### src/dpwc_pkg.sv
// Purpose: shared constants and carrier types for the half-rate write and
//          address/command path
// Assumes: n = 8 dq bits, one write byte mask bit per beat, 13-bit address
// Notes:   all timing counts derive from the 200 MHz system clock
`default_nettype none

package dpwc_pkg;

    // bus widths
    localparam int DQ_W   = 8;            // n, memory data width
    localparam int WORD_W = 4 * DQ_W;     // 4n controller word
    localparam int SDR_W  = 2 * DQ_W;     // 2n single-data-rate half
    localparam int MASK_W = 4;            // one mask bit per beat
    localparam int ADDR_W = 13;
    localparam int BANK_W = 2;

    // buffering
    localparam int FIFO_DEPTH = 16;
    localparam int LEVEL_W    = 5;
    // headroom for words still in flight through the input synchroniser
    localparam logic [LEVEL_W-1:0] READY_LIMIT = 5'h0D;

    // timing: memory clock half period in ns and its cycle count
    localparam int SYS_CLK_PERIOD_NS  = 5;
    localparam int MEM_HALF_PERIOD_NS = 15;
    localparam int TICK_CYC_INT =
        (MEM_HALF_PERIOD_NS + SYS_CLK_PERIOD_NS - 1) / SYS_CLK_PERIOD_NS;
    localparam logic [1:0] TICK_LAST = 2'(TICK_CYC_INT - 1);

    // beats within one command slot (two memory clock cycles)
    localparam logic [1:0] SLOT_LAST = 2'h3;
    localparam logic [1:0] SLOT_CS2T = 2'h2;

    // address/command clock phase, build-time choice
    typedef enum {
        DPWC_PH_0,
        DPWC_PH_90,
        DPWC_PH_180,
        DPWC_PH_270
    } dpwc_phase_t;

    // one controller request: command, address and its write word
    typedef struct packed {
        logic                write;   // word carries write data
        logic                ras_n;
        logic                cas_n;
        logic                we_n;
        logic                cs;      // 1: select the device
        logic                cke;
        logic                odt;
        logic [BANK_W-1:0]   bank;
        logic [ADDR_W-1:0]   addr;
        logic [WORD_W-1:0]   wdata;
        logic [MASK_W-1:0]   wmask;
    } dpwc_cmd_t;

    // what the block drives towards the memory
    typedef struct packed {
        logic                memory_clock_out;
        logic [ADDR_W-1:0]   addr;
        logic [BANK_W-1:0]   bank;
        logic                ras_n;
        logic                cas_n;
        logic                we_n;
        logic                cs_n;
        logic                cke;
        logic                odt;
        logic [DQ_W-1:0]     dq_out;
        logic                dq_oe;
        logic                dqs_out;
        logic                dqs_oe;
        logic                write_byte_mask;
    } dpwc_mem_out_t;

    // slot contents after a pop
    typedef struct packed {
        logic                live;
        dpwc_cmd_t           cmd;
    } dpwc_slot_t;

    // whole state of the top module
    typedef struct packed {
        logic [1:0]          rst_pipe;
        logic                ctl_prev;
        logic                ctl_ready;
        logic                dual;
        logic [1:0]          tick_cnt;
        logic [1:0]          hc;
        dpwc_slot_t          cur;
        dpwc_slot_t          ac;
        dpwc_mem_out_t       mo;
    } dpwc_state_t;

    localparam dpwc_mem_out_t MO_RST = '{
        memory_clock_out: 1'b0, addr: '0, bank: '0, ras_n: 1'b1,
        cas_n: 1'b1, we_n: 1'b1, cs_n: 1'b1, cke: 1'b0, odt: 1'b0,
        dq_out: '0, dq_oe: 1'b0, dqs_out: 1'b0, dqs_oe: 1'b0,
        write_byte_mask: 1'b0};

    localparam dpwc_state_t STATE_RST = '{
        rst_pipe: 2'h0, ctl_prev: 1'b0, ctl_ready: 1'b0, dual: 1'b0,
        tick_cnt: 2'h0, hc: SLOT_LAST, cur: '0, ac: '0, mo: MO_RST};

    // half-cycle within the slot at which commands launch
    function automatic logic [1:0] dpwc_launch_hc(input dpwc_phase_t ph);
        dpwc_launch_hc = (ph == DPWC_PH_90) ? 2'h1 : 2'h0;
    endfunction : dpwc_launch_hc

endpackage : dpwc_pkg

`default_nettype wire

### src/dpwc_sync.sv
// Purpose: two-flop synchroniser for a group of levels
// Assumes: every bit is quasi-static around the sampling point
// Notes:   the first stage is read by the second stage only
`default_nettype none

module dpwc_sync #(
    parameter int W = 1
) (
    input  wire logic         sys_clk,   // system clock
    input  wire logic         rst_n,     // synchronous reset, active low
    input  wire logic [W-1:0] d_in,      // asynchronous levels
    output logic      [W-1:0] d_out      // synchronised levels
);

    logic [W-1:0] meta_reg;

    // plain two-stage shift; no logic may look at meta_reg
    always_ff @(posedge sys_clk) begin
        if (!rst_n) begin
            meta_reg <= '0;
            d_out    <= '0;
        end else begin
            meta_reg <= d_in;
            d_out    <= meta_reg;
        end
    end

endmodule : dpwc_sync

`default_nettype wire

### src/dpwc_fifo.sv
// Purpose: word buffer between the half-rate intake and the memory slots
// Assumes: push only when in_ready, pop only when out_valid
// Notes:   level lets the producer throttle early
`default_nettype none

module dpwc_fifo #(
    parameter int W     = 8,
    parameter int DEPTH = 16,
    parameter int LW    = 5
) (
    input  wire logic          sys_clk,    // system clock
    input  wire logic          rst_n,      // synchronous reset, active low
    input  wire logic          in_valid,   // push request
    output logic               in_ready,   // not full
    input  wire logic [W-1:0]  in_data,    // pushed word
    output logic               out_valid,  // not empty
    input  wire logic          out_ready,  // pop request
    output logic      [W-1:0]  out_data,   // head word
    output logic      [LW-1:0] level       // words held
);

    localparam int AW = $clog2(DEPTH);

    logic [W-1:0]  mem_reg [DEPTH];
    logic [AW-1:0] wr_reg;
    logic [AW-1:0] rd_reg;
    logic          push;
    logic          pop;

    // flags from the level so full and empty are exact
    assign in_ready  = (level != LW'(DEPTH));
    assign out_valid = (level != '0);
    assign out_data  = mem_reg[rd_reg];
    assign push      = in_valid & in_ready;
    assign pop       = out_ready & out_valid;

    // storage has no reset, pointers do
    always_ff @(posedge sys_clk) begin
        if (push) begin
            mem_reg[wr_reg] <= in_data;
        end
    end

    always_ff @(posedge sys_clk) begin
        if (!rst_n) begin
            wr_reg <= '0;
            rd_reg <= '0;
            level  <= '0;
        end else begin
            if (push) begin
                wr_reg <= wr_reg + AW'(1);
            end
            if (pop) begin
                rd_reg <= rd_reg + AW'(1);
            end
            level <= level + LW'(push) - LW'(pop);
        end
    end

endmodule : dpwc_fifo

`default_nettype wire

### src/dpwc_top.sv
// Purpose: half-rate write datapath and address/command path towards a
//          double-data-rate memory
// Assumes: controller signals and its half-rate clock arrive unsynchronised;
//          the memory clock is derived here from sys_clk
// Notes:   one command slot is four memory half-cycles; phase is a parameter
`default_nettype none

// What this block does
// - take a 4n word per half-rate cycle
// - split word into rising and falling halves
// - drive n bits on both memory edges
// - beat order reverses the read alignment
// - reissue half-rate commands on memory clock
// - single-cycle timing holds command one cycle
// - dual-cycle timing holds command two cycles
// - burst four, local burst size one
// - at most one command per two cycles
// - chip select active low masks commands
// - command group is ras cas we cs cke odt
// - launch on phase edge, stay two cycles
// - dual-cycle chip select low one cycle after launch
// - chip select only in alternate cycles
// - address advances every second cycle
// - address/command phase is a build setting
// - 180 and 270 launch on rising edge
// - dq, dqs, their enables and mask logic
// - resets release through two registers
module dpwc_top
    import dpwc_pkg::*;
#(
    parameter dpwc_phase_t AC_PHASE = DPWC_PH_0   // address/command phase
) (
    input  wire logic       sys_clk,            // 200 MHz system clock
    input  wire logic       rst_n,              // synchronous reset, low
    input  wire logic       half_rate_sys_clk,  // controller half-rate clk
    input  wire logic       ctl_valid,          // controller word valid
    input  wire dpwc_cmd_t  ctl_cmd,            // controller command, word
    input  wire logic       dual_cycle_cmd_timing, // 1: two-cycle commands
    output logic            ctl_ready,          // room for another word
    output dpwc_mem_out_t   mem_out             // memory-facing signals
);

    localparam int SYNC_W = $bits(dpwc_cmd_t) + 3;
    localparam logic [1:0] LAUNCH_HC = dpwc_launch_hc(AC_PHASE);

    dpwc_state_t s_reg;
    dpwc_state_t s_next;

    logic [SYNC_W-1:0] sync_q;
    logic              clk_s;
    logic              valid_s;
    logic              dual_s;
    dpwc_cmd_t         cmd_s;

    logic              fifo_in_ready;
    logic              fifo_out_valid;
    dpwc_cmd_t         fifo_out_data;
    logic [LEVEL_W-1:0] fifo_level;
    logic              push;
    logic              pop;
    logic              tick;
    logic [1:0]        h_new;

    // every controller signal shares one synchroniser so the word lines
    // up with the sampled half-rate clock edge
    dpwc_sync #(
        .W (SYNC_W)
    ) u_sync (
        .sys_clk (sys_clk),
        .rst_n   (rst_n),
        .d_in    ({half_rate_sys_clk, ctl_valid, dual_cycle_cmd_timing,
                   ctl_cmd}),
        .d_out   (sync_q)
    );

    assign clk_s   = sync_q[SYNC_W-1];
    assign valid_s = sync_q[SYNC_W-2];
    assign dual_s  = sync_q[SYNC_W-3];
    assign cmd_s   = sync_q[SYNC_W-4:0];

    // one push per rising half-rate edge; the word is stable all cycle
    assign push = clk_s & ~s_reg.ctl_prev & valid_s
                  & s_reg.rst_pipe[1];

    // memory half-cycle tick and the slot position after it
    assign tick  = (s_reg.tick_cnt == TICK_LAST);
    assign h_new = s_reg.hc + 2'h1;

    // pop only at the slot boundary, so one command per slot
    assign pop = tick & (s_reg.hc == SLOT_LAST) & fifo_out_valid;

    dpwc_fifo #(
        .W     ($bits(dpwc_cmd_t)),
        .DEPTH (FIFO_DEPTH),
        .LW    (LEVEL_W)
    ) u_fifo (
        .sys_clk   (sys_clk),
        .rst_n     (rst_n),
        .in_valid  (push),
        .in_ready  (fifo_in_ready),
        .in_data   (cmd_s),
        .out_valid (fifo_out_valid),
        .out_ready (pop),
        .out_data  (fifo_out_data),
        .level     (fifo_level)
    );

    // beat k of the slot is word bits [k*n +: n]; even beats ride the
    // rising edge, odd beats the falling edge
    function automatic logic [DQ_W-1:0] beat_of(
        input logic [WORD_W-1:0] w,
        input logic [1:0]        h
    );
        logic [SDR_W-1:0] sdr_h;
        logic [SDR_W-1:0] sdr_l;
        sdr_h = {w[2*DQ_W +: DQ_W], w[0 +: DQ_W]};
        sdr_l = {w[3*DQ_W +: DQ_W], w[DQ_W +: DQ_W]};
        if (h[0]) begin
            beat_of = sdr_l[h[1]*DQ_W +: DQ_W];
        end else begin
            beat_of = sdr_h[h[1]*DQ_W +: DQ_W];
        end
    endfunction : beat_of

    // next state of the whole block
    always_comb begin
        dpwc_slot_t slot_src;
        logic [1:0] rel;
        slot_src = '0;
        rel      = 2'h0;
        s_next   = s_reg;

        // reset release walks through two registers
        s_next.rst_pipe = {s_reg.rst_pipe[0], 1'b1};
        s_next.ctl_prev = clk_s;
        // registered ready with headroom for words in flight
        s_next.ctl_ready = fifo_in_ready
                           & (fifo_level <= READY_LIMIT);
        // mode follows the strap only at slot edges, never mid-command
        if (tick && s_reg.hc == SLOT_LAST) begin
            s_next.dual = dual_s;
        end

        if (tick) begin
            s_next.tick_cnt = 2'h0;
            s_next.hc       = h_new;
            // memory clock runs at half-cycle ticks: high on even beats
            s_next.mo.memory_clock_out = ~h_new[0];

            // load a new slot at the boundary, or an idle slot
            if (h_new == 2'h0) begin
                s_next.cur.live = pop;
                s_next.cur.cmd  = pop ? fifo_out_data : s_reg.cur.cmd;
            end
            slot_src = (h_new == 2'h0) ? s_next.cur : s_reg.cur;

            // position relative to the launch edge of the phase setting
            rel = h_new - LAUNCH_HC;

            if (rel == 2'h0) begin
                // launch: whole group changes together, except select in dual-cycle timing
                s_next.ac = slot_src;
                s_next.mo.addr = slot_src.cmd.addr;
                s_next.mo.bank = slot_src.cmd.bank;
                if (slot_src.live) begin
                    s_next.mo.ras_n = slot_src.cmd.ras_n;
                    s_next.mo.cas_n = slot_src.cmd.cas_n;
                    s_next.mo.we_n  = slot_src.cmd.we_n;
                    s_next.mo.cke   = slot_src.cmd.cke;
                    s_next.mo.odt   = slot_src.cmd.odt;
                end else begin
                    // idle slot: no-operation code, cke and odt keep their last values
                    s_next.mo.ras_n = 1'b1;
                    s_next.mo.cas_n = 1'b1;
                    s_next.mo.we_n  = 1'b1;
                end
                if (s_next.dual) begin
                    // hold select off while the code settles
                    s_next.mo.cs_n = 1'b1;
                end else begin
                    s_next.mo.cs_n = ~(slot_src.live
                                       & slot_src.cmd.cs);
                end
            end else if (rel == SLOT_CS2T) begin
                if (s_reg.dual) begin
                    // code has stood one full cycle; select now
                    s_next.mo.cs_n = ~(s_reg.ac.live
                                       & s_reg.ac.cmd.cs);
                end else begin
                    // single-cycle: code is gone after one cycle
                    s_next.mo.cs_n  = 1'b1;
                    s_next.mo.ras_n = 1'b1;
                    s_next.mo.cas_n = 1'b1;
                    s_next.mo.we_n  = 1'b1;
                end
            end else if (rel == 2'h1) begin
                // chip select never spans two slots of a back-to-back run
                s_next.mo.cs_n = s_reg.mo.cs_n | s_reg.dual;
            end else begin
                // last quarter: dual-cycle select ends here, a half-cycle before the command
                if (s_reg.dual) begin
                    s_next.mo.cs_n = 1'b1;
                end
            end

            // write datapath: dq, strobe, enables and mask per beat
            if (slot_src.live && slot_src.cmd.write) begin
                s_next.mo.dq_out  = beat_of(slot_src.cmd.wdata,
                                            h_new);
                s_next.mo.write_byte_mask =
                    slot_src.cmd.wmask[h_new];
                s_next.mo.dq_oe   = 1'b1;
                s_next.mo.dqs_oe  = 1'b1;
                s_next.mo.dqs_out = ~h_new[0];
            end else begin
                s_next.mo.dq_oe   = 1'b0;
                s_next.mo.dqs_oe  = 1'b0;
                s_next.mo.dqs_out = 1'b0;
                s_next.mo.write_byte_mask = 1'b0;
            end
        end else begin
            s_next.tick_cnt = s_reg.tick_cnt + 2'h1;
        end

        // internal reset holds until the release has passed two stages
        if (!s_reg.rst_pipe[1]) begin
            s_next          = STATE_RST;
            s_next.rst_pipe = {s_reg.rst_pipe[0], 1'b1};
        end
    end

    // single state register; reset acts at once, release is delayed
    always_ff @(posedge sys_clk) begin
        if (!rst_n) begin
            s_reg <= STATE_RST;
        end else begin
            s_reg <= s_next;
        end
    end

    // outputs straight from the state register
    assign ctl_ready = s_reg.ctl_ready;
    assign mem_out   = s_reg.mo;

endmodule : dpwc_top

`default_nettype wire

### config.mk
export PLATFORM = sky130hd
export DESIGN_NAME = dpwc_top
export DESIGN_NICKNAME = d
export VERILOG_FILES = /design/src/dpwc_pkg.sv /design/src/dpwc_sync.sv /design/src/dpwc_fifo.sv /design/src/dpwc_top.sv
export SDC_FILE = /design/constraint.sdc
export NUM_CORES = 1
export LEC_CHECK = 0
export BUFFER_PORTS_ARGS = -buffer_cell sky130_fd_sc_hd__buf_2
export CAP_MARGIN = 10
export CORE_UTILIZATION = 44
export DETAILED_ROUTE_END_ITERATION = 10
export PLACE_DENSITY = 0.59
export SETUP_SLACK_MARGIN = 0.05
export SLEW_MARGIN = 5
export SYNTH_ARGS = -nofsm -noshare
export SYNTH_HDL_FRONTEND = slang
export SYNTH_HIERARCHICAL = 1
export SYNTH_SLANG_ARGS = --single-unit
### constraint.sdc
create_clock -name sys_clk -period 7 [get_ports sys_clk]
set_input_delay 0 -clock sys_clk [delete_from_list [all_inputs] [get_ports sys_clk]]
set_output_delay 0 -clock sys_clk [all_outputs]
set_load 0.01 [all_outputs]
# == After elaboration in Yosys (flattened, before gate mapping) ==
# Memory sizes are Yosys's and may differ from the RTL's. A register that Yosys moved wholly into a read port is not among the register bits.
# Index checks and enable logic that the tools add are counted.
# totals
wordCells,108
reg_bits,239
mem_count,1
ram_bits,928
romBits,0
latchBits,0
out_inout_bits,35
# memory_table
memory,words,word_bits,rd,rd_clocked_by_memory_dff,write_ports,line,text
u_fifo.mem_reg,16,58,1,1,1,dpwc_fifo.sv:24,logic [W-1:0] mem_reg [DEPTH];
# classes
n_mux,22
magnitude_cmp,2
n_shift,2
mul,0
addsub,6
eq_ne,6
n_reduce_logical,13
n_bitwise,17
n_div,0
# op_table
op,count
$mux W59,3
$mux W58,1
$shiftx A16 B5 Y8,2
$mux W4,4
$and A1 B1 Y1,10
$mux W1,9
$mux W3,3
$add A4 B1 Y4 const B,2
$mux W8,1
$reduce_and A2 Y1,4
$eq A2 B2 Y1 const B,3
$not A1 Y1,6
$reduce_and A3 Y1,2
$add A5 B1 Y5,1
$le A5 B4 Y1 const B,1
$ne A5 B5 Y1 const B,1
$reduce_bool A5 Y1,1
$sub A5 B1 Y5,1
$add A2 B1 Y2 const B,2
$reduce_bool A4 Y1,1
$lt A2 B3 Y1 const B,1
$reduce_or A3 Y1,1
$bmux W1 S2,1
$eq A2 B1 Y1 const B,1
other kinds (5),6

# == Depth between registers and ports, before layout ==
# Gate-level depths: netlist of run 1.
# depth
word_depth,11
depth_mapped,16

# == By module ==
# Netlist of run 1, hierarchy kept.
# modules_own_cells
mod,area_per_inst_um2,instances,cells_each
dpwc_fifo,35576.6,1,1527
dpwc_top,4122.7,1,424
dpwc_sync,3326.9,1,257

# == Worst setup path before layout of run 1 ==
# Ideal clock, no wire load.
# synth_path
path_type,register to register
from,register u_fifo.level[2]
to,memory u_fifo/mem_reg[0][0] in the netlist's numbering (enable)
synth_period_minus_slack_ps,5709
setup_time_ps,545
stages_incl_launch_ff,8
arrival_time_ps,5164
required_time_ps,6455
setup_slack_ps,1291
path_cell_list,dfxtp_1 -> inv_1 -> ha_1 -> nand4bb_1 -> and2_1 -> clkbuf_1 -> nand2_1 -> nor3_1
# synth_between
elab_chain_len,4
# synth_rtl
element,line,text
"start, declared",dpwc_fifo.sv:19,output logic [LW-1:0] level
"start signal, assigned",dpwc_fifo.sv:56,level <= level + LW'(push) - LW'(pop);
$ne A5 B5 Y1,dpwc_fifo.sv:31,assign in_ready = (level != LW'(DEPTH));
via fifo_in_ready,dpwc_top.sv:55,logic fifo_in_ready;
$and A1 B1 Y1,dpwc_fifo.sv:34,assign push = in_valid & in_ready;
via u_fifo.push,dpwc_fifo.sv:27,logic push;
$mux W1,dpwc_fifo.sv:39,if (push) begin
$mux W1 (not written as such),dpwc_fifo.sv:40,mem_reg[wr_reg] <= in_data;
"end, declared",dpwc_fifo.sv:24,
# The timed path passes the listed nets, and every way through them passes these cells.

==> qor.yml, run 1 <==
status:
  status: "finished, final reports clean"
floorplan:
  die_x_um: 315
  io_pins: 98
  fp.dieH_um: 315
  rows: 114
  core-area_um2: 96700
  initial_core_util_pct: 44.5
  die-area_um2: 99000
layout:
  nNetsFinal: 2478
  final_cells: 3778
  multi_input_area_um2: 9520
  seq_area_um2: 32600
  diodes: 0
  drive_gt1_share_pct: 23.6
  fillers: 7644
  syn_to_final_growth_pct: 15.5
  largest_reg_flops: 928
  final_core_util_pct: 51.4
yosys:
  syn_area_per_cell_um2: 19.5
  yosysSeqAreaShare_pct: 75.8
  ys_warn_count: 6
  syn_area_um2: 43000
  ys.flop_type: "edfxtp_1"
  syn_inst: 2208
  synth_fp_nets: 2288
  ys_ff_latch: 1165
  synthArstFlopShare_pct: 0
  synth_edf_count: 928
  synth_cell_types: 48
min_path:
  hp-class: "in2reg"
  hold-path-endpoint: "u_sync/meta_reg[31]"
  holdPathStages: 3
  hp-start: "ctl_cmd[31]"
clock_tree:
  root_buffer: "clkbuf_16"
  path_clk_slew_ps: 60
  tritoncts: "yes"
  clock_path_buffers: 3
  cts_buffers: 116
  h-tree-depth: 3
  numClockSinks: 1165
  insertion_delay_ps: 710
timing:
  hold_viol_final: 0
  slew_headroom_pct: 19.7
  tns_ps: 0
  maxSlewViolCount: 0
  finClkSkew_ps: 24.7
  whs_ps: 40.2
  setup_viol: 0
  period_needed_ps: 3600
  rsz0062_at_grt: "false"
  fin_ws_ps: 3400
  clock.fmax_ghz: 0.277
  max_slew.worst_pin.slew_ps: 1200
  fin_crit_sh_pct: 51.5
critical_path:
  worst_setup_path_start_kind: "flip-flop"
  critPathArrivalTime_ps: 4200
  path_cells: "buf_12, mux4_2, a22oi_1, nand2_1, mux4_2, a2bb2oi_1, a32o_1"
  r2r_slack_ps: 3400
  reg2regPathDepth: 7
  path_buf_inv: 1
  rr_endpoint: "mem_out[11]"
  cp_slowest_cell: "dfxtp_4"
  worst_path_largest_cell_delay_ps: 790
  critPathTopFamily: "multiplexers"
  crit_top_cell: "mux4_2"
  critPathKind: "reg2reg"
  worst-endpoint-required_ps: 7600
  cp_max_fo: 99
  end_kind: "flip-flop"
placement:
  portBuffers: 97
  dp_hpwl_mm: 50.1
  dp_cells: 3460
  pre_cts_ws_ps: 3320
  gp_congestion: 0.757
global_routing:
  grt_pass1_wl_mm: 145
  grt_pass1_vias: 21800
  gr-total-overflow: 0
  gr-usage-all-layers_pct: 20.2
  grt_antenna_before_repair: 5
  grt_max_degree: 105
power_and_ir_drop:
  p_leak_uw: 0.0167
  p_per_area_nw_per_um2: 286
  vdd_drop_max_mv: 0.212
drt:
  drt_drc_violations_left: 0
  ant_nets: 0
  num_vias: 21100
  initialDrtViolationCount: 1911
  wire_per_inst_um: 26.1
  viasPerCell: 5.59
  drt-total-wl_mm: 98.7
  first_pass_iters: 7
run:
  cap_violations: 0
## per-layer routing
layer | routed length [um] | GRT usage (%) | vias up
met5 | 13 | 0 | -
met4 | 1780 | 5.19 | 2
met3 | 6720 | 3.45 | 121
met2 | 47100 | 31.7 | 650
met1 | 43100 | 29.4 | 11300
li1 | - | - | 9113
## cell usage after synthesis (22+ instances only)
library cell	number	share of area [%]
nand2_1	125	1.1
nor2_1	65	0.57
mux2i_1	34	0.79
a21oi_1	30	0.35
buf_2	24	0.28
mux4_2	236	12
edfxtp_1	928	65
and2_1	139	2.0
dfxtp_1	237	11
a22oi_1	116	2.0
clkbuf_1	57	0.50
buf_4	49	0.85
buf_6	22	0.58
## stage by stage
stage	cell area [um2]	power [uW]
after detailed placement	44600	7760
after global routing	49700	14600
after CTS	49700	14300
after floorplan	43000	7700
after global placement	44600	7750
final	49700	14200
## final cells by class
class / instances / area share, %
Clock buffer: 144 / 6.27
Clock inverter: 78 / 2.00
Sequential cell: 1165 / 65.6
Tap cell: 1276 / 3.21
Timing Repair Buffer: 234 / 3.63
Inverter: 14 / 0.111
Multi-Input combinational cell: 867 / 19.1
## power breakdown
group | switching (uW) | leakage [uW] | internal [uW]
clock | 2650 | 0.00199 | 3910
combinational | 48.4 | 0.00368 | 66.9
sequential | 59.8 | 0.0111 | 7470
total | 2760 | 0.0167 | 11400
## placed cells by master (no fill, tap or decap), types with 5 or more instances in the layout
cell           instances
a211oi_1              16
a21oi_1               30
a22oi_1              116
a2bb2oi_1              8
a32o_1                 8
and2_1               138
and3_1                 6
buf_2                 96
buf_4                 38
bufinv_16             20
clkbuf_1              17
clkbuf_16            116
clkbuf_8              11
clkinv_1              16
clkinv_2              20
clkinvlp_4            10
dfxtp_1              235
dlygate4sd3_1         96
edfxtp_1             928
ha_1                  16
inv_1                 13
mux2i_1               34
mux4_1                 6
mux4_2               236
nand2_1              124
nand3_1                7
nor2_1                52
nor2_4                13
nor2b_1                5
xnor2_1                8
## tightest hold or removal path: stages
cell	delay (ps)
dlygate4sd3_1	520
buf_2	90
and2_1	110
## cell families (layout without fill, tap and decap cells)
logic type	Yosys count	after routing	share of synthesized area, %
AND/OR/NAND/NOR	370	370	4.28
flip-flops	1165	1165	75.8
XOR/XNOR	9	9	0.183
multiplexers	277	277	13.5
buffers and inverters	176	470	2.42
adder cells (fa/ha/maj)	17	17	0.512
AO/OA/AOI/OAI	194	194	3.27
## worst max path at each step
stage | cells after the start | slack (ps) | endpoint
after floorplan | 7 | 1290 | u_fifo/mem_reg[0][0]
final | 7 | 3400 | mem_out[11]
after global routing | 7 | 3140 | mem_out[11]
after CTS | 7 | 3290 | mem_out[11]
after global placement | 7 | 3360 | mem_out[0]
after detailed placement | 7 | 3320 | mem_out[11]
## what timing repair did
action / in CTS / in global routing
gates resized for setup: 0 / 0
buffers inserted: 0 / 0
endpoints found under the hold margin: 96 / 0
hold buffers: 96 / 0
Power figures use the tool's default switching activity.
==> run 2: changes to the inputs <==
- ABC_AREA: unset -> 1
- PLACE_DENSITY: 0.59 -> 0.62
- clock period: 7 -> 3.1 ns (I/O delays scaled with it)
==> qor.yml, run 2 <==
yosys:
  ys.flop_type: "edfxtp_1"  # unchanged
  synth.top_cells.by_area: "edfxtp_1 57%, nand2_1 11%, dfxtp_1 9.8%"  # was edfxtp_1 65%, mux4_2 12%, dfxtp_1 11%
  synth_cell_types: 39  # was 48
  synth_fp_nets: 4925  # was 2288
  ys_warn_count: 6  # unchanged
  synth_edf_count: 928  # unchanged
  yosysMostFrequentCell: "nand2_1"  # was edfxtp_1
  ys_ff_latch: 1165  # unchanged
  synth_commonest_cells: "1488 x nand2_1, 928 x edfxtp_1, 900 x inv_1"  # was 928 x edfxtp_1, 237 x dfxtp_1, 236 x mux4_2
  syn_inst: 4845  # was 2208
  yosysTopAreaCell: "edfxtp_1"  # unchanged
  syn_area_um2: 48700  # was 43000 um2
  yosysSeqAreaShare_pct: 67.0  # was 75.8%
  synth_top_area_share_pct: 57.3  # was 64.8%
  syn_area_per_cell_um2: 10.0  # was 19.5 um2
  synthArstFlopShare_pct: 0  # unchanged
power_and_ir_drop:
  net-switching-power_uw: 6200  # was 2760 uW
  internal-power_uw: 25700  # was 11400 uW
  finalPower_uw: 31900  # was 14200 uW
  sequentialPowerShare_pct: 53.3  # was 53.0%
  pwr-share-comb_pct: 1.1  # was 0.8%
  vdd_drop_max_mv: 0.474  # was 0.212 mV
  p_per_area_nw_per_um2: 568  # was 286 nW/um2
  sw_frac_of_total_pct: 19.5  # was 19.4%
  clock_power_share_pct: 45.6  # was 46.2%
  p_leak_uw: 0.0244  # was 0.0167 uW
timing:
  maxSlewViolCount: 0  # unchanged
  period_needed_ps: 2620  # was 3600 ps
  fin_crit_sh_pct: 84.5  # was 51.5%
  setup_viol: 0  # unchanged
  hold_viol_final: 0  # unchanged
  rsz0062_at_grt: "false"  # unchanged
  max_slew.worst_pin.slew_ps: 1040  # was 1200 ps
  clock.fmax_ghz: 0.382  # was 0.277 GHz
  slew_headroom_pct: 30.6  # was 19.7%
  finClkSkew_ps: 19.1  # was 24.7 ps
  tns_ps: 0  # unchanged
critical_path:
  worst_setup_path_start_kind: "flip-flop"  # unchanged
  reg2regPathDepth: 19  # was 7
  path_cells: "inv_1, ha_1, nand4_1, inv_1, nor2_4, nand2_1, inv_1, ha_1, inv_1, ha_1, inv_1, fa_1, inv_1, nand2_1, nand2_1, a21oi_1, nand2_1, nand2_1, nor2_1"  # was buf_12, mux4_2, a22oi_1, nand2_1, mux4_2, a2bb2oi_1, a32o_1
  critPathTopFamily: "adder cells"  # was multiplexers
  cp_num_cells: 19  # was 7
  cp_max_fo: 4  # was 99
  critPathKind: "reg2reg"  # unchanged
  worst_path_largest_cell_delay_ps: 410  # was 790 ps
  end_kind: "flip-flop"  # unchanged
  critPathArrivalTime_ps: 3250  # was 4200 ps
  cp_slowest_cell: "fa_1"  # was dfxtp_4
  path_buf_inv: 6  # was 1
  crit_top_cell: "inv_1"  # was mux4_2
  worst-endpoint-required_ps: 3730  # was 7600 ps
placement:
  portBuffers: 97  # unchanged
  dp_hpwl_mm: 59.0  # was 50.1 mm
  gp_congestion: 0.792  # was 0.757
clock_tree:
  numClockSinks: 1165  # unchanged
  insertion_delay_ps: 700  # was 710 ps
  tritoncts: "yes"  # unchanged
  root_buffer: "clkbuf_16"  # unchanged
  cts_setup_buffers: 0  # unchanged
  h-tree-depth: 3  # unchanged
  cts_buffers: 118  # was 116
  clock_path_buffers: 3  # unchanged
  path_clk_slew_ps: 60  # about the same
global_routing:
  gr-total-overflow: 0  # unchanged
  grt_pass1_wl_mm: 182  # was 145 mm
  grt_antenna_before_repair: 2  # was 5
  grt_pass1_vias: 31000  # was 21800
  grt_max_degree: 161  # was 105
  gr-usage-all-layers_pct: 21.3  # was 20.2%
drt:
  viasPerCell: 4.91  # was 5.59
  first_pass_iters: 9  # was 7
  num_vias: 32500  # was 21100
  wire_per_inst_um: 17.8  # was 26.1 um
  ant_nets: 0  # unchanged
  drt_drc_violations_left: 0  # unchanged
  initialDrtViolationCount: 2667  # was 1911
  drt-total-wl_mm: 118  # was 98.7 mm
run:
  cap_violations: 0  # unchanged
layout:
  fillers: 9678  # was 7644
  nNetsFinal: 5126  # was 2478
  drive_gt1_share_pct: 7.65  # was 23.6%
  layout.cells.most_common: "nand2_1"  # was edfxtp_1
  syn_to_final_growth_pct: 15.5  # about the same
  largest_reg_flops: 928  # unchanged
  seq_area_um2: 32600  # about the same
  final_cell_mix: "1487 x nand2_1, 928 x edfxtp_1, 899 x inv_1"  # was 928 x edfxtp_1, 236 x mux4_2, 235 x dfxtp_1
  multi_input_area_um2: 10900  # was 9520 um2
min_path:
  hp-class: "in2reg"  # unchanged
  holdPathStages: 4  # was 3
floorplan:
  die-area_um2: 112000  # was 99000 um2
  fp.dieH_um: 335  # was 315 um
  io_pins: 98  # unchanged
  rows: 121  # was 114
  die_x_um: 335  # was 315 um
  initial_core_util_pct: 44.5  # about the same
  core-area_um2: 109000  # was 96700 um2
status:
  status: "finished, final reports clean"  # unchanged
==> run 2: changes by cell type after synthesis, moves of 115 or more <==
cell,before,now
inv_1,13,900
mux4_2,236,0
and2_1,139,0
nand3_1,7,774
a22oi_1,116,1
nand2_1,125,1488
==> run 2: cell families (layout without fill, tap and decap cells) <==
family | after synthesis | in the layout | synth area share [%]
flops | 1165 | 1165 | 67.0
xor+xnor | 3 | 3 | 0.0540
buf+inv | 1177 | 1480 | 10.8
simple gates | 2389 | 2389 | 20.6
other cells | 0 | 1 | 0
fa+ha+maj | 17 | 17 | 0.453
compound gates | 94 | 94 | 1.10
==> run 2: layout make-up <==
class / instances / area share (%)
diodes: 1 / 0.00445
clock buffers: 145 / 5.68
clock inverters: 77 / 1.40
inverters: 905 / 6.10
multi-input cells: 2503 / 19.5
flip-flops and latches: 1165 / 58.1
well taps: 1476 / 3.29
repair buffers: 353 / 5.98
==> run 2: through the flow <==
stage               instance area (um2)  hold slack [ps]  setup WS [ps]  util, %  instances
finish                            56200              133            482     51.4       6625
global route                      56200              111            228     51.4       6624
CTS                               56200             89.5            467     51.4       6624
detailed placement                50400              185            477     46.1       6225
global placement                  50400              180            504     46.1       6225
floorplan                         48700             27.7           -908        -       4845
==> run 2: worst min-delay path: cells and delay by family <==
kind | cells | cell delay (ps)
simple gates | 2 | 120
buf+inv | 2 | 660
==> run 2: repair_timing <==
item / 4_1_cts / 5_1_grt
hold buffers: 177 / 0
hold endpoints to repair: 123 / 0
gates resized for setup: 0 / 0
==> run 2: routing by layer <==
| metal | GRT usage (%) | vias up | part of all wire [%] |
|---|---|---|---|
| li1 | - | 15800 | - |
| met1 | 28.9 | 15600 | 44 |
| met2 | 35.6 | 920 | 47 |
| met3 | 3.00 | 198 | 6.4 |
| met4 | 6.23 | 0 | 2.6 |
| met5 | 0 | - | 0 |
==> run 2: final timing paths <==
path | endpoint | slack [ps] | from
max | u_fifo/level[4] | 480 | u_fifo/level[2]
min | s_reg[158] | 130 | rst_n
max reg2reg | u_fifo/level[4] | 480 | u_fifo/level[2]
min reg2reg | s_reg[160] | 410 | s_reg[159]
==> run 2: power groups by stage <==
| stage | Clock (uW) | Combinational, uW | Sequential, uW |
|---|---|---|---|
| after floorplan | 0 | 110 | 17300 |
| after global placement | 0 | 185 | 17300 |
| after CTS | 14800 | 355 | 17000 |
| after global routing | 15400 | 392 | 17000 |
| after detailed placement | 0 | 187 | 17300 |
| final | 14500 | 352 | 17000 |
